[src/inc/csc_pkg.sv]
// Shared constants and types for the clock synthesizer control block
package csc_pkg;

    // Control register layout
    localparam int CTL_W = 16;
    localparam int PRESCALE_BIT = 15;
    localparam int DIVIDER_BIT = 14;
    localparam int MOD_LSB = 8;
    localparam int MOD_W = 6;
    localparam int LOCK_BIT = 3;
    localparam logic [CTL_W-1:0] CTL_RESET = 16'h3F00;

    // Multiplier output width: 4 * 64 * 2^3 = 2048 needs 12 bits
    localparam int MULT_W = 12;
    localparam int MULT_BASE_SHIFT = 2;

    // Feedback prescaler: three bits, W=0 divides by 2, W=1 by 8
    localparam int PRE_W = 3;
    localparam logic [PRE_W-1:0] PRE_LAST_W0 = 3'h1;
    localparam logic [PRE_W-1:0] PRE_LAST_W1 = 3'h7;

    // Relock time, counted in reference clock edges
    localparam int LOCK_REF_EDGES = 16;
    localparam int LOCK_CNT_W = 5;

    // Divider for the system clock from the oscillator stand-in
    localparam int DIV_W = 2;

    // Programmed synthesizer settings
    typedef struct packed {
        logic prescale;
        logic divider;
        logic [MOD_W-1:0] modulus;
    } csc_ctl_s;

    // Loop state, one-hot
    typedef enum logic [2:0] {
        ST_RELOCK = 3'b001,
        ST_LOCKED = 3'b010,
        ST_BYPASS = 3'b100
    } csc_state_e;

endpackage

[src/design/csc_top.sv]
// Clock synthesizer control: settings register, feedback divider, lock and reset hold
`timescale 1ns/1ps
module csc_top
    import csc_pkg::*;
(
    input wire logic clock_i, // 100 MHz clock, oscillator stand-in
    input wire logic rst_b_i, // Synchronous reset, active low
    input wire logic clock_mode_pin_i, // Clock mode strap pin
    input wire logic ref_clock_in_i, // Reference clock pin
    input wire logic ext_sys_clock_i, // External system clock pin
    input wire logic ctl_wr_i, // Control register write strobe
    input wire logic [CTL_W-1:0] ctl_wdata_i, // Control register write data
    output logic [CTL_W-1:0] ctl_rdata_o, // Control register read data
    output logic synth_lock_flag_o, // Synthesizer locked
    output logic synth_enabled_o, // Mode captured at reset was synthesize
    output logic chip_reset_b_o, // Chip reset hold, active low
    output logic sys_clock_o, // System clock
    output logic fb_pulse_o, // Feedback divider output pulse
    output logic [MULT_W-1:0] mult_o // Reference to system clock multiplier
);

    // Pin synchronisers
    logic mode_s1_reg, mode_s2_reg;
    logic ref_s1_reg, ref_s2_reg, ref_d_reg;
    logic ext_s1_reg, ext_s2_reg;

    always_ff @(posedge clock_i) begin
        mode_s1_reg <= clock_mode_pin_i;
        mode_s2_reg <= mode_s1_reg;
        ref_s1_reg <= ref_clock_in_i;
        ref_s2_reg <= ref_s1_reg;
        ref_d_reg <= ref_s2_reg;
        ext_s1_reg <= ext_sys_clock_i;
        ext_s2_reg <= ext_s1_reg;
    end

    logic ref_edge;
    assign ref_edge = ref_s2_reg & ~ref_d_reg;

    // Strap: follows the pin while reset is held, frozen after release
    logic synth_mode_reg, synth_mode_next;

    always_comb begin
        synth_mode_next = synth_mode_reg;
        if (!rst_b_i) begin
            synth_mode_next = mode_s2_reg;
        end
    end

    always_ff @(posedge clock_i) begin
        synth_mode_reg <= synth_mode_next;
    end

    // Control register; writes ignored in bypass so clock never moves
    csc_ctl_s ctl_reg, ctl_next, ctl_wr;
    logic loop_change;

    always_comb begin
        ctl_wr.prescale = ctl_wdata_i[PRESCALE_BIT];
        ctl_wr.divider = ctl_wdata_i[DIVIDER_BIT];
        ctl_wr.modulus = ctl_wdata_i[MOD_LSB +: MOD_W];
        ctl_next = ctl_reg;
        loop_change = 1'b0;
        if (!rst_b_i) begin
            ctl_next.prescale = CTL_RESET[PRESCALE_BIT];
            ctl_next.divider = CTL_RESET[DIVIDER_BIT];
            ctl_next.modulus = CTL_RESET[MOD_LSB +: MOD_W];
        end else if (ctl_wr_i && synth_mode_reg) begin
            ctl_next = ctl_wr;
            // Only the loop settings disturb the comparator
            loop_change = (ctl_wr.prescale != ctl_reg.prescale)
                || (ctl_wr.modulus != ctl_reg.modulus);
        end
    end

    always_ff @(posedge clock_i) begin
        ctl_reg <= ctl_next;
    end

    // Feedback path: prescaler then down counter reloaded from the modulus, dividing by modulus plus one
    logic [PRE_W-1:0] pre_reg, pre_next;
    logic [MOD_W-1:0] fb_cnt_reg, fb_cnt_next;
    logic fb_pulse_reg, fb_pulse_next;
    logic pre_tick;

    always_comb begin
        pre_tick = ctl_reg.prescale ? (pre_reg == PRE_LAST_W1)
                                    : (pre_reg == PRE_LAST_W0);
        pre_next = pre_tick ? '0 : pre_reg + 3'h1;
        fb_cnt_next = fb_cnt_reg;
        fb_pulse_next = 1'b0;
        if (!rst_b_i || loop_change) begin
            pre_next = '0;
            fb_cnt_next = ctl_next.modulus;
        end else if (pre_tick) begin
            if (fb_cnt_reg == '0) begin
                fb_cnt_next = ctl_reg.modulus;
                fb_pulse_next = synth_mode_reg;
            end else begin
                fb_cnt_next = fb_cnt_reg - 6'h01;
            end
        end
    end

    always_ff @(posedge clock_i) begin
        pre_reg <= pre_next;
        fb_cnt_reg <= fb_cnt_next;
        fb_pulse_reg <= fb_pulse_next;
    end

    // Lock detector: a prescale or modulus change restarts the count of reference edges
    csc_state_e state_reg, state_next;
    logic [LOCK_CNT_W-1:0] lock_cnt_reg, lock_cnt_next;
    logic chip_rel_reg, chip_rel_next;

    always_comb begin
        state_next = state_reg;
        lock_cnt_next = lock_cnt_reg;
        chip_rel_next = chip_rel_reg;
        if (!rst_b_i) begin
            state_next = ST_RELOCK;
            lock_cnt_next = '0;
            chip_rel_next = 1'b0;
        end else begin
            unique case (state_reg)
                ST_RELOCK: begin
                    if (!synth_mode_reg) begin
                        state_next = ST_BYPASS;
                    end else if (loop_change) begin
                        lock_cnt_next = '0;
                    end else if (ref_edge) begin
                        if (lock_cnt_reg == LOCK_CNT_W'(LOCK_REF_EDGES - 1)) begin
                            state_next = ST_LOCKED;
                            lock_cnt_next = '0;
                        end else begin
                            lock_cnt_next = lock_cnt_reg + 5'h01;
                        end
                    end
                end
                ST_LOCKED: begin
                    if (loop_change) begin
                        state_next = ST_RELOCK;
                        lock_cnt_next = '0;
                    end
                end
                ST_BYPASS: begin
                    state_next = ST_BYPASS;
                end
            endcase
            // Released once after power-up; later relocks do not reassert it
            if (state_next != ST_RELOCK) begin
                chip_rel_next = 1'b1;
            end
        end
    end

    always_ff @(posedge clock_i) begin
        state_reg <= state_next;
        lock_cnt_reg <= lock_cnt_next;
        chip_rel_reg <= chip_rel_next;
    end

    // System clock: external pin in bypass, else oscillator stand-in divided by 2 or 4 for even duty
    logic [DIV_W-1:0] div_reg, div_next;
    logic sys_clk_reg, sys_clk_next;

    always_comb begin
        div_next = rst_b_i ? div_reg + 2'h1 : '0;
        if (!synth_mode_reg) begin
            sys_clk_next = ext_s2_reg;
        end else if (ctl_reg.divider) begin
            sys_clk_next = div_reg[0];
        end else begin
            sys_clk_next = div_reg[1];
        end
        if (!rst_b_i) begin
            sys_clk_next = 1'b0;
        end
    end

    always_ff @(posedge clock_i) begin
        div_reg <= div_next;
        sys_clk_reg <= sys_clk_next;
    end

    // Multiplier and read-back; lock bit is driven only by the detector
    logic [MULT_W-1:0] mult_reg, mult_next;
    logic [CTL_W-1:0] rdata_reg, rdata_next;
    logic [2:0] mult_shift;

    always_comb begin
        mult_shift = 3'(MULT_BASE_SHIFT) + {1'b0, ctl_next.prescale, 1'b0}
            + {2'b00, ctl_next.divider};
        mult_next = MULT_W'({1'b0, ctl_next.modulus} + 7'h01) << mult_shift;
        rdata_next = '0;
        rdata_next[PRESCALE_BIT] = ctl_next.prescale;
        rdata_next[DIVIDER_BIT] = ctl_next.divider;
        rdata_next[MOD_LSB +: MOD_W] = ctl_next.modulus;
        rdata_next[LOCK_BIT] = (state_next == ST_LOCKED);
    end

    always_ff @(posedge clock_i) begin
        mult_reg <= mult_next;
        rdata_reg <= rdata_next;
    end

    // Outputs straight from flops
    assign ctl_rdata_o = rdata_reg;
    assign synth_lock_flag_o = rdata_reg[LOCK_BIT];
    assign synth_enabled_o = synth_mode_reg;
    assign chip_reset_b_o = chip_rel_reg;
    assign sys_clock_o = sys_clk_reg;
    assign fb_pulse_o = fb_pulse_reg;
    assign mult_o = mult_reg;

    // Checks
    bypass_no_lock_a: assert property (@(posedge clock_i) disable iff (!rst_b_i)
        !synth_mode_reg |-> !synth_lock_flag_o)
        else $error("lock shown in bypass mode");

    bypass_frozen_a: assert property (@(posedge clock_i) disable iff (!rst_b_i)
        (!synth_mode_reg && ctl_wr_i) |=> $stable(ctl_reg))
        else $error("control changed in bypass mode");

    // Reset and divider changes stretch one phase, so both samples need a settled divider
    duty_quarter_a: assert property (@(posedge clock_i) disable iff (!rst_b_i)
        (synth_mode_reg && $past(rst_b_i, 3) && !ctl_reg.divider
            && !$past(ctl_reg.divider) && !$past(ctl_reg.divider, 3))
        |-> sys_clock_o != $past(sys_clock_o, 2))
        else $error("divide by four clock lost its duty cycle");

    duty_half_a: assert property (@(posedge clock_i) disable iff (!rst_b_i)
        (synth_mode_reg && ctl_reg.divider && $past(ctl_reg.divider)
            && $past(ctl_reg.divider, 2))
        |-> sys_clock_o != $past(sys_clock_o))
        else $error("divide by two clock did not toggle");

    lock_count_a: assert property (@(posedge clock_i) disable iff (!rst_b_i)
        $rose(synth_lock_flag_o) |-> $past(lock_cnt_reg, 2) == LOCK_CNT_W'(LOCK_REF_EDGES - 1))
        else $error("lock asserted before relock count");

    relock_drop_a: assert property (@(posedge clock_i) disable iff (!rst_b_i)
        loop_change |=> !synth_lock_flag_o ##1 !synth_lock_flag_o)
        else $error("lock held across loop change");

    reset_hold_a: assert property (@(posedge clock_i) disable iff (!rst_b_i)
        ($rose(chip_reset_b_o) && synth_mode_reg) |-> synth_lock_flag_o)
        else $error("chip released before lock");

    mult_value_a: assert property (@(posedge clock_i) disable iff (!rst_b_i)
        ##1 mult_o == (MULT_W'({1'b0, ctl_reg.modulus} + 7'h01)
            << (2 + 2 * ctl_reg.prescale + ctl_reg.divider)))
        else $error("multiplier mismatch");

    fb_reload_a: assert property (@(posedge clock_i) disable iff (!rst_b_i)
        (pre_tick && fb_cnt_reg == '0 && !loop_change) |=> fb_cnt_reg == $past(ctl_reg.modulus))
        else $error("feedback counter did not reload");

    prescale_span_a: assert property (@(posedge clock_i) disable iff (!rst_b_i)
        (ctl_reg.prescale && pre_tick && !loop_change) |=> !pre_tick [*7])
        else $error("prescaler does not divide by eight");

    reset_value_a: assert property (@(posedge clock_i)
        $rose(rst_b_i) |-> rdata_reg[CTL_W-1:MOD_LSB] == CTL_RESET[CTL_W-1:MOD_LSB])
        else $error("control reset value wrong");

endmodule

[config.mk]
export PLATFORM = sky130hd
export DESIGN_NAME = csc_top
export DESIGN_NICKNAME = d
export VERILOG_FILES = /design/src/inc/csc_pkg.sv /design/src/design/csc_top.sv
export SDC_FILE = /design/constraint.sdc
export NUM_CORES = 1
export LEC_CHECK = 0
export BUFFER_PORTS_ARGS = -buffer_cell sky130_fd_sc_hd__buf_2
export CELL_PAD_IN_SITES_DETAIL_PLACEMENT = 0
export CELL_PAD_IN_SITES_GLOBAL_PLACEMENT = 1
export CORE_MARGIN = 2
export CORE_UTILIZATION = 43
export CTS_CLUSTER_DIAMETER = 60
export CTS_CLUSTER_SIZE = 40
export DETAILED_ROUTE_END_ITERATION = 8
export PLACE_DENSITY = 0.82
export SYNTH_ARGS = -nofsm -noshare
export SYNTH_HDL_FRONTEND = slang
export SYNTH_SLANG_ARGS = --single-unit
export TNS_END_PERCENT = 5
[constraint.sdc]
create_clock -name clock_i -period 3.2 [get_ports clock_i]
set_input_delay 0.16 -clock clock_i [delete_from_list [all_inputs] [get_ports clock_i]]
set_output_delay 0.16 -clock clock_i [all_outputs]
set_load 0.01 [all_outputs]
==> results of run 1 <==
==> power by group <==
part | internal [mW] | total (mW) | switching [mW]
Clock | 0.175 | 0.374 | 0.199
Combinational | 0.0964 | 0.230 | 0.133
Sequential | 0.697 | 0.724 | 0.0271
Total | 0.968 | 1.33 | 0.360
==> how the worst min path moves through the flow <==
stage / slack [ns] / from / endpoint
2_1_floorplan: 0.19 / ext_sys_clock_i / ext_s1_reg$_DFF_P_
3_5_place_dp: 0.26 / ext_sys_clock_i / ext_s1_reg$_DFF_P_
4_1_cts: 0.19 / ctl_wdata_i[9] / ctl_reg[1]$_DFF_P_
5_1_grt: 0.20 / ctl_wdata_i[9] / ctl_reg[1]$_DFF_P_
6_report: 0.20 / ctl_wdata_i[9] / ctl_reg[1]$_DFF_P_
3_3_place_gp: 0.26 / ref_clock_in_i / ref_s1_reg$_DFF_P_
==> layer usage <==
layer / GRT usage (%) / wire length (µm) / up-vias
li1: - / - / 992
met1: 23.7 / 2430 / 854
met2: 25.9 / 2210 / 55
met3: 3.41 / 223 / 5
met4: 6.21 / 65 / 0
met5: 0 / 0 / -
==> kinds of logic (layout without fill, tap and decap cells) <==
kind of cell               after synthesis  after routing  share of synthesized area, %
AOI/OAI and AO/OA                       56             56                          17.1
xor gates and xnor gates                16             16                          5.74
adders and majority gates                5              5                          2.56
buffers and inverters                   31             65                          6.56
DFF                                     51             51                          44.7
muxes                                    9              9                          3.69
other                                    1              9                         0.154
and+or+nand+nor                         94             94                          19.5
==> repair_timing <==
item / in CTS / in global routing
hold buffers: 3 / 0
endpoints found under the hold margin: 3 / 0
gates resized for setup: 0 / 0
==> placed cells by master, fill, tap and decap left out, types with 7 or more instances in the layout <==
master    Yosys  final
a21oi_1      11     11
conb_1        1      9
edfxtp_1      7      7
nand2_1      28     28
mux2i_1       9      9
inv_1        11     11
nand3_1      11     11
o211ai_1      8      8
xor2_1        9      9
nor2_1       21     21
buf_2         5     39
dfxtp_1      44     44
xnor2_1       7      7
==> final cells by class <==
type	count	area [µm²]
Clock buffer	7	86.3
Clock inverter	1	5.00
Fill cell	516	2720
Inverter	11	41.3
Multi-Input combinational cell	189	1220
Sequential cell	51	1090
Tap cell	72	90.1
Timing Repair Buffer	46	255
==> through the flow <==
stage	worst slack (ns)	area, µm²	util (%)	hold WS [ns]	power [mW]
floorplan	0.994	2470	-	0.188	0.902
global placement	0.854	2670	48.4	0.262	0.964
detailed placement	0.835	2670	48.4	0.264	0.966
CTS	0.817	2790	50.6	0.191	1.35
global route	0.527	2790	50.6	0.199	1.41
finish	0.828	2790	50.6	0.201	1.33
==> synth_stat cells (7+ instances only) <==
cell type / instances
a21oi_1: 11
xnor2_1: 7
nor2_1: 21
dfxtp_1: 44
nand3_1: 11
o211ai_1: 8
inv_1: 11
xor2_1: 9
nand2_1: 28
mux2i_1: 9
buf_4: 8
edfxtp_1: 7
==> critical path: stages, from the launching register on <==
cell      delay, ns
edfxtp_1       0.39
nand2_1        0.33
buf_4          0.21
nand2_1        0.05
nand3_1        0.11
ha_1           0.17
inv_1          0.04
a31oi_1        0.33
a21o_1         0.18
o311ai_1       0.10
a22oi_1        0.25
o21ai_0        0.11
==> impl_metrics.csv, run 1 <==
group,metric,value,unit
outcome,outcome,"completed",
global_route,grt_first_pass_wirelength,8.29,mm
floorplan,die_h,79.3,µm
global_route,antenna_found_initial,0,
timing,setup_viol,0,
route,wl,4.93,mm
hold_path,hold_class,"in2reg",
route,route.detailed.drc,0,
worst_setup_path,cp.arrival,2.55,ns
worst_setup_path,cp-endpoint,"mult_o[9]$_DFF_P_",
logic_synthesis,synth_flop_cell,"dfxtp_1",
floorplan,die_w,79.3,µm
logic_synthesis,synthArstFlopShare,0,%
worst_setup_path,cp_data_required_time,3.38,ns
timing,fmax,422,MHz
worst_setup_path,rr_startpoint,"synth_enabled_o$_DFFE_PN_",
route,dr.first_iter.drc_count,106,
timing,final.setup.tns,0,ns
logic_synthesis,synth.cell_area,2440,µm²
worst_setup_path,worst_setup_path_start_kind,"register",
floorplan,ios,55,
placed_design,place_congestion,0.804,
power_and_ir_drop,power.density,476,nW/µm²
clock_tree,cts_tree,"yes",
timing,hold_viol,0,
global_route,overflow,0,
timing,finalMaxSlewViolations,0,
clock_tree,post-cts-setup-buffers,0,
route,num_vias,1906,
logic_synthesis,yosys_warnings,0,
final_layout,largest_register_ffs,12,
worst_setup_path,r2r_end,"mult_o[9]$_DFF_P_",
route,viasPerCell,5.06,
timing,rsz0062_at_grt,"false",
placed_design,port_buffers,39,
hold_path,worstHoldPathCells,3,
global_route,grt_max_degree,27,
logic_synthesis,ys_seq_elements,51,
clock_tree,cts_buffers,5,
final_layout,diodes,0,
clock_tree,cts.path.max_buffers,2,
placed_design,hpwl,3.58,mm
logic_synthesis,syn-mean-instance-area,9.28,µm²
floorplan,rows,27,
final_layout,instances_no_fill,377,
route,wl_per_cell,13.1,µm
logic_synthesis,syn_inst,263,
clock_tree,cts.sink_count,51,
logic_synthesis,yosysTopAreaCell,"dfxtp_1",
worst_setup_path,crit_path_max_fanout,10,
timing,post-route-period-util,74.1,%
worst_setup_path,worst-setup-path-type,"reg2reg",
logic_synthesis,synth.top_cell.area_share,36.1,%
floorplan,start_util,44.3,%
floorplan,core,5510,µm²
final_layout,area_delta_synth_final,14.2,%
worst_setup_path,r2r.worst_path.cells,11,
worst_setup_path,startpoint,"synth_enabled_o$_DFFE_PN_",
placed_design,placed_cells,366,
clock_tree,htreeDepth,2,
power_and_ir_drop,power.leakage,1.21,nW
logic_synthesis,synth_seq_area_share,44.7,%
final_layout,layout-drive-gt1-share,19.0,%
clock_tree,clk-insertion-delay-late,0.30,ns
route,dr.pass1.iters,4,
final_layout,nets,331,
logic_synthesis,synth_cell_types,52,
logic_synthesis,synth-edff-count,7,
power_and_ir_drop,vdd_drop_max,0.327,mV
timing,fin_crit,2.37,ns
timing,finalClockSkew,0.00639,ns
worst_setup_path,worstSetupEndpointType,"register",
global_route,grt_use_total,16.9,%
flow_run,drv_cap,0,
global_route,grt_pass1_vias,1761,
clock_tree,root_buffer,"clkbuf_8",
logic_synthesis,synth_area_leaders,"dfxtp_1 (36%), edfxtp_1 (8.6%), nand2_1 (4.3%)",
worst_setup_path,regToRegSetupSlack,0.83,ns
floorplan,fp.dieArea,6300,µm²
clock_tree,cts.clk_slew.worst_paths,0.09,ns
route,antenna_left,0,
Note: power is estimated with default switching activity, not from simulation.
==> run 2: changes to the inputs <==
--- a/config.mk
+++ b/config.mk
@@ -9,11 +9,11 @@
 export CELL_PAD_IN_SITES_DETAIL_PLACEMENT = 0
 export CELL_PAD_IN_SITES_GLOBAL_PLACEMENT = 1
 export CORE_MARGIN = 2
-export CORE_UTILIZATION = 43
+export CORE_UTILIZATION = 40
 export CTS_CLUSTER_DIAMETER = 60
 export CTS_CLUSTER_SIZE = 40
 export DETAILED_ROUTE_END_ITERATION = 8
-export PLACE_DENSITY = 0.82
+export PLACE_DENSITY = 0.77
 export SYNTH_ARGS = -nofsm -noshare
 export SYNTH_HDL_FRONTEND = slang
 export SYNTH_SLANG_ARGS = --single-unit
==> constraint.sdc (replaced) <==
create_clock -name clock_i -period 2.4 [get_ports clock_i]
set_input_delay 0.12 -clock clock_i [delete_from_list [all_inputs] [get_ports clock_i]]
set_output_delay 0.12 -clock clock_i [all_outputs]
set_load 0.01 [all_outputs]
==> run 2 against run 1 <==
Non-clock buffer count is 6 higher. Setup slack got worse by 0.55 ns. Sequential power up 33%. Largest cell class unchanged. Combinational power grew 40%. Final cell count grew 2.4%.
==> impl_metrics.csv, run 2 (synthesized netlist as in run 1, its figures left out) <==
group,metric,value,unit
worst_setup_path,r2r.worst_path.cells,8,
clock_tree,cts.sink_count,51,
route,wl_per_cell,13.4,µm
placed_design,place_congestion,0.831,
timing,fin_crit,2.13,ns
power_and_ir_drop,vdd_drop_max,0.317,mV
floorplan,fp.dieArea,6740,µm²
worst_setup_path,r2r_end,"mult_o[9]$_DFF_P_",
global_route,grt_first_pass_wirelength,8.45,mm
floorplan,die_w,82.1,µm
timing,rsz0062_at_grt,"false",
floorplan,ios,55,
clock_tree,cts.path.max_buffers,2,
clock_tree,cts_tree,"yes",
worst_setup_path,cpPeakStageDelay,0.49,ns
final_layout,nets,337,
hold_path,holdPathEnd,"ctl_reg[2]$_DFF_P_",
route,antenna_left,0,
placed_design,port_buffers,39,
clock_tree,cts.clk_slew.worst_paths,0.10,ns
power_and_ir_drop,p_seq_share,53.3,%
placed_design,hpwl,3.89,mm
worst_setup_path,regToRegSetupSlack,0.27,ns
worst_setup_path,path_cells,"and3_1 > a211o_1 > ha_1 > inv_1 > a31oi_2 > a31o_2 > a22oi_1 > o21ai_0",
worst_setup_path,worst_setup_path_start_kind,"register",
clock_tree,htreeDepth,2,
floorplan,rows,28,
hold_path,worstHoldStart,"rst_b_i",
final_layout,largest_register_ffs,12,
route,wl,5.18,mm
power_and_ir_drop,p_int,1.28,mW
timing,post-route-period-util,88.6,%
global_route,grt_use_total,16.4,%
route,dr.first_iter.drc_count,61,
worst_setup_path,worst-setup-path-type,"reg2reg",
worst_setup_path,worstSetupEndpointType,"register",
flow_run,drv_cap,0,
timing,setup_viol,0,
route,num_vias,1922,
route,viasPerCell,4.98,
global_route,grt_pass1_vias,1812,
floorplan,die_h,82.1,µm
worst_setup_path,cp.buffers_inverters,1,
timing,finalMaxSlewViolations,0,
clock_tree,cts_buffers,5,
timing,final.setup.tns,0,ns
power_and_ir_drop,power.leakage,1.24,nW
global_route,antenna_found_initial,0,
final_layout,final_common_cell,"dfxtp_1",
route,route.detailed.drc,0,
route,dr.pass1.iters,4,
floorplan,start_util,41.2,%
clock_tree,clk-insertion-delay-late,0.31,ns
worst_setup_path,cp.arrival,2.32,ns
worst_setup_path,cp_data_required_time,2.59,ns
final_layout,diodes,0,
clock_tree,root_buffer,"clkbuf_8",
hold_path,hold_class,"in2reg",
timing,finalClockSkew,0.00466,ns
timing,fmax,470,MHz
hold_path,worstHoldPathCells,2,
power_and_ir_drop,p_sw_share,29.1,%
timing,hold_viol,0,
final_layout,stdcell_area,2850,µm²
final_layout,layout-drive-gt1-share,20.9,%
final_layout,final_cell_mix,"dfxtp_1 (44), buf_2 (39), nand2_1 (28)",
worst_setup_path,crit_family,"compound AO/OA/AOI/OAI gates",
global_route,overflow,0,
power_and_ir_drop,switchingPower,0.526,mW
power_and_ir_drop,power.density,634,nW/µm²
power_and_ir_drop,pwr-share-comb,17.7,%
worst_setup_path,cpMaxStageDelayCell,"edfxtp_1",
placed_design,placedInstanceArea,2710,µm²
final_layout,area_delta_synth_final,16.9,%
outcome,outcome,"completed",
worst_setup_path,rr_startpoint,"synth_enabled_o$_DFFE_PN_",
floorplan,core,5920,µm²
worst_setup_path,crit_path_max_fanout,6,
power_and_ir_drop,clockPowerShare,29.0,%
global_route,grt_max_degree,21,
[run 2: worst max-delay path by stage]
stage,startpoint,to,cells past startpoint
floorplan,synth_enabled_o$_DFFE_PN_,mult_o[9]$_DFF_P_,12
global placement,synth_enabled_o$_DFFE_PN_,mult_o[9]$_DFF_P_,10
detailed placement,synth_enabled_o$_DFFE_PN_,mult_o[9]$_DFF_P_,10
CTS,synth_enabled_o$_DFFE_PN_,mult_o[9]$_DFF_P_,10
global route,synth_enabled_o$_DFFE_PN_,mult_o[9]$_DFF_P_,10
finish,synth_enabled_o$_DFFE_PN_,mult_o[9]$_DFF_P_,8
[run 2: timing repair]
item | 4_1_cts | 5_1_grt
endpoints found under the hold margin | 3 | 0
resized for setup | 0 | 1
setup endpoints to repair | 0 | 6
hold buffers | 3 | 0
buffers inserted | 0 | 1
[run 2: metrics by stage]
step           worst slack (ns)  hold slack [ns]  total power [mW]  std cells  util (%)
2_1_floorplan             0.194            0.148              1.20        271         -
3_3_place_gp              0.190            0.222              1.29        374      45.8
3_5_place_dp              0.161            0.224              1.30        374      45.8
4_1_cts                   0.127            0.114              1.83        385      47.9
5_1_grt                  0.0183            0.106              1.92        386      48.2
6_report                  0.274            0.112              1.81        386      48.2
[run 2: power groups by stage]
stage / Combinational [mW] / Clock (mW) / Sequential, mW
global route: 0.360 / 0.584 / 0.972
global placement: 0.309 / 0 / 0.984
detailed placement: 0.315 / 0 / 0.984
finish: 0.321 / 0.525 / 0.963
CTS: 0.319 / 0.544 / 0.964
floorplan: 0.205 / 0 / 0.997
[run 2: final cells by class]
type                            count  area (µm²)
Timing Repair Buffer               52         305
Multi-Input combinational cell    189        1230
Fill cell                         588        3070
Clock buffer                        5        68.8
Clock inverter                      3        27.5
Inverter                           11        41.3
Sequential cell                    51        1090
Tap cell                           75        93.8
[run 2: routing by layer]
layer | share of wire (%) | track usage (%) | vias up | routed length, µm
li1 | - | - | 1008 | -
met1 | 49 | 22.1 | 870 | 2560
met2 | 45 | 26.4 | 38 | 2320
met3 | 4.6 | 3.04 | 6 | 238
met4 | 1.3 | 5.50 | 0 | 65
met5 | 0 | 0 | - | 0
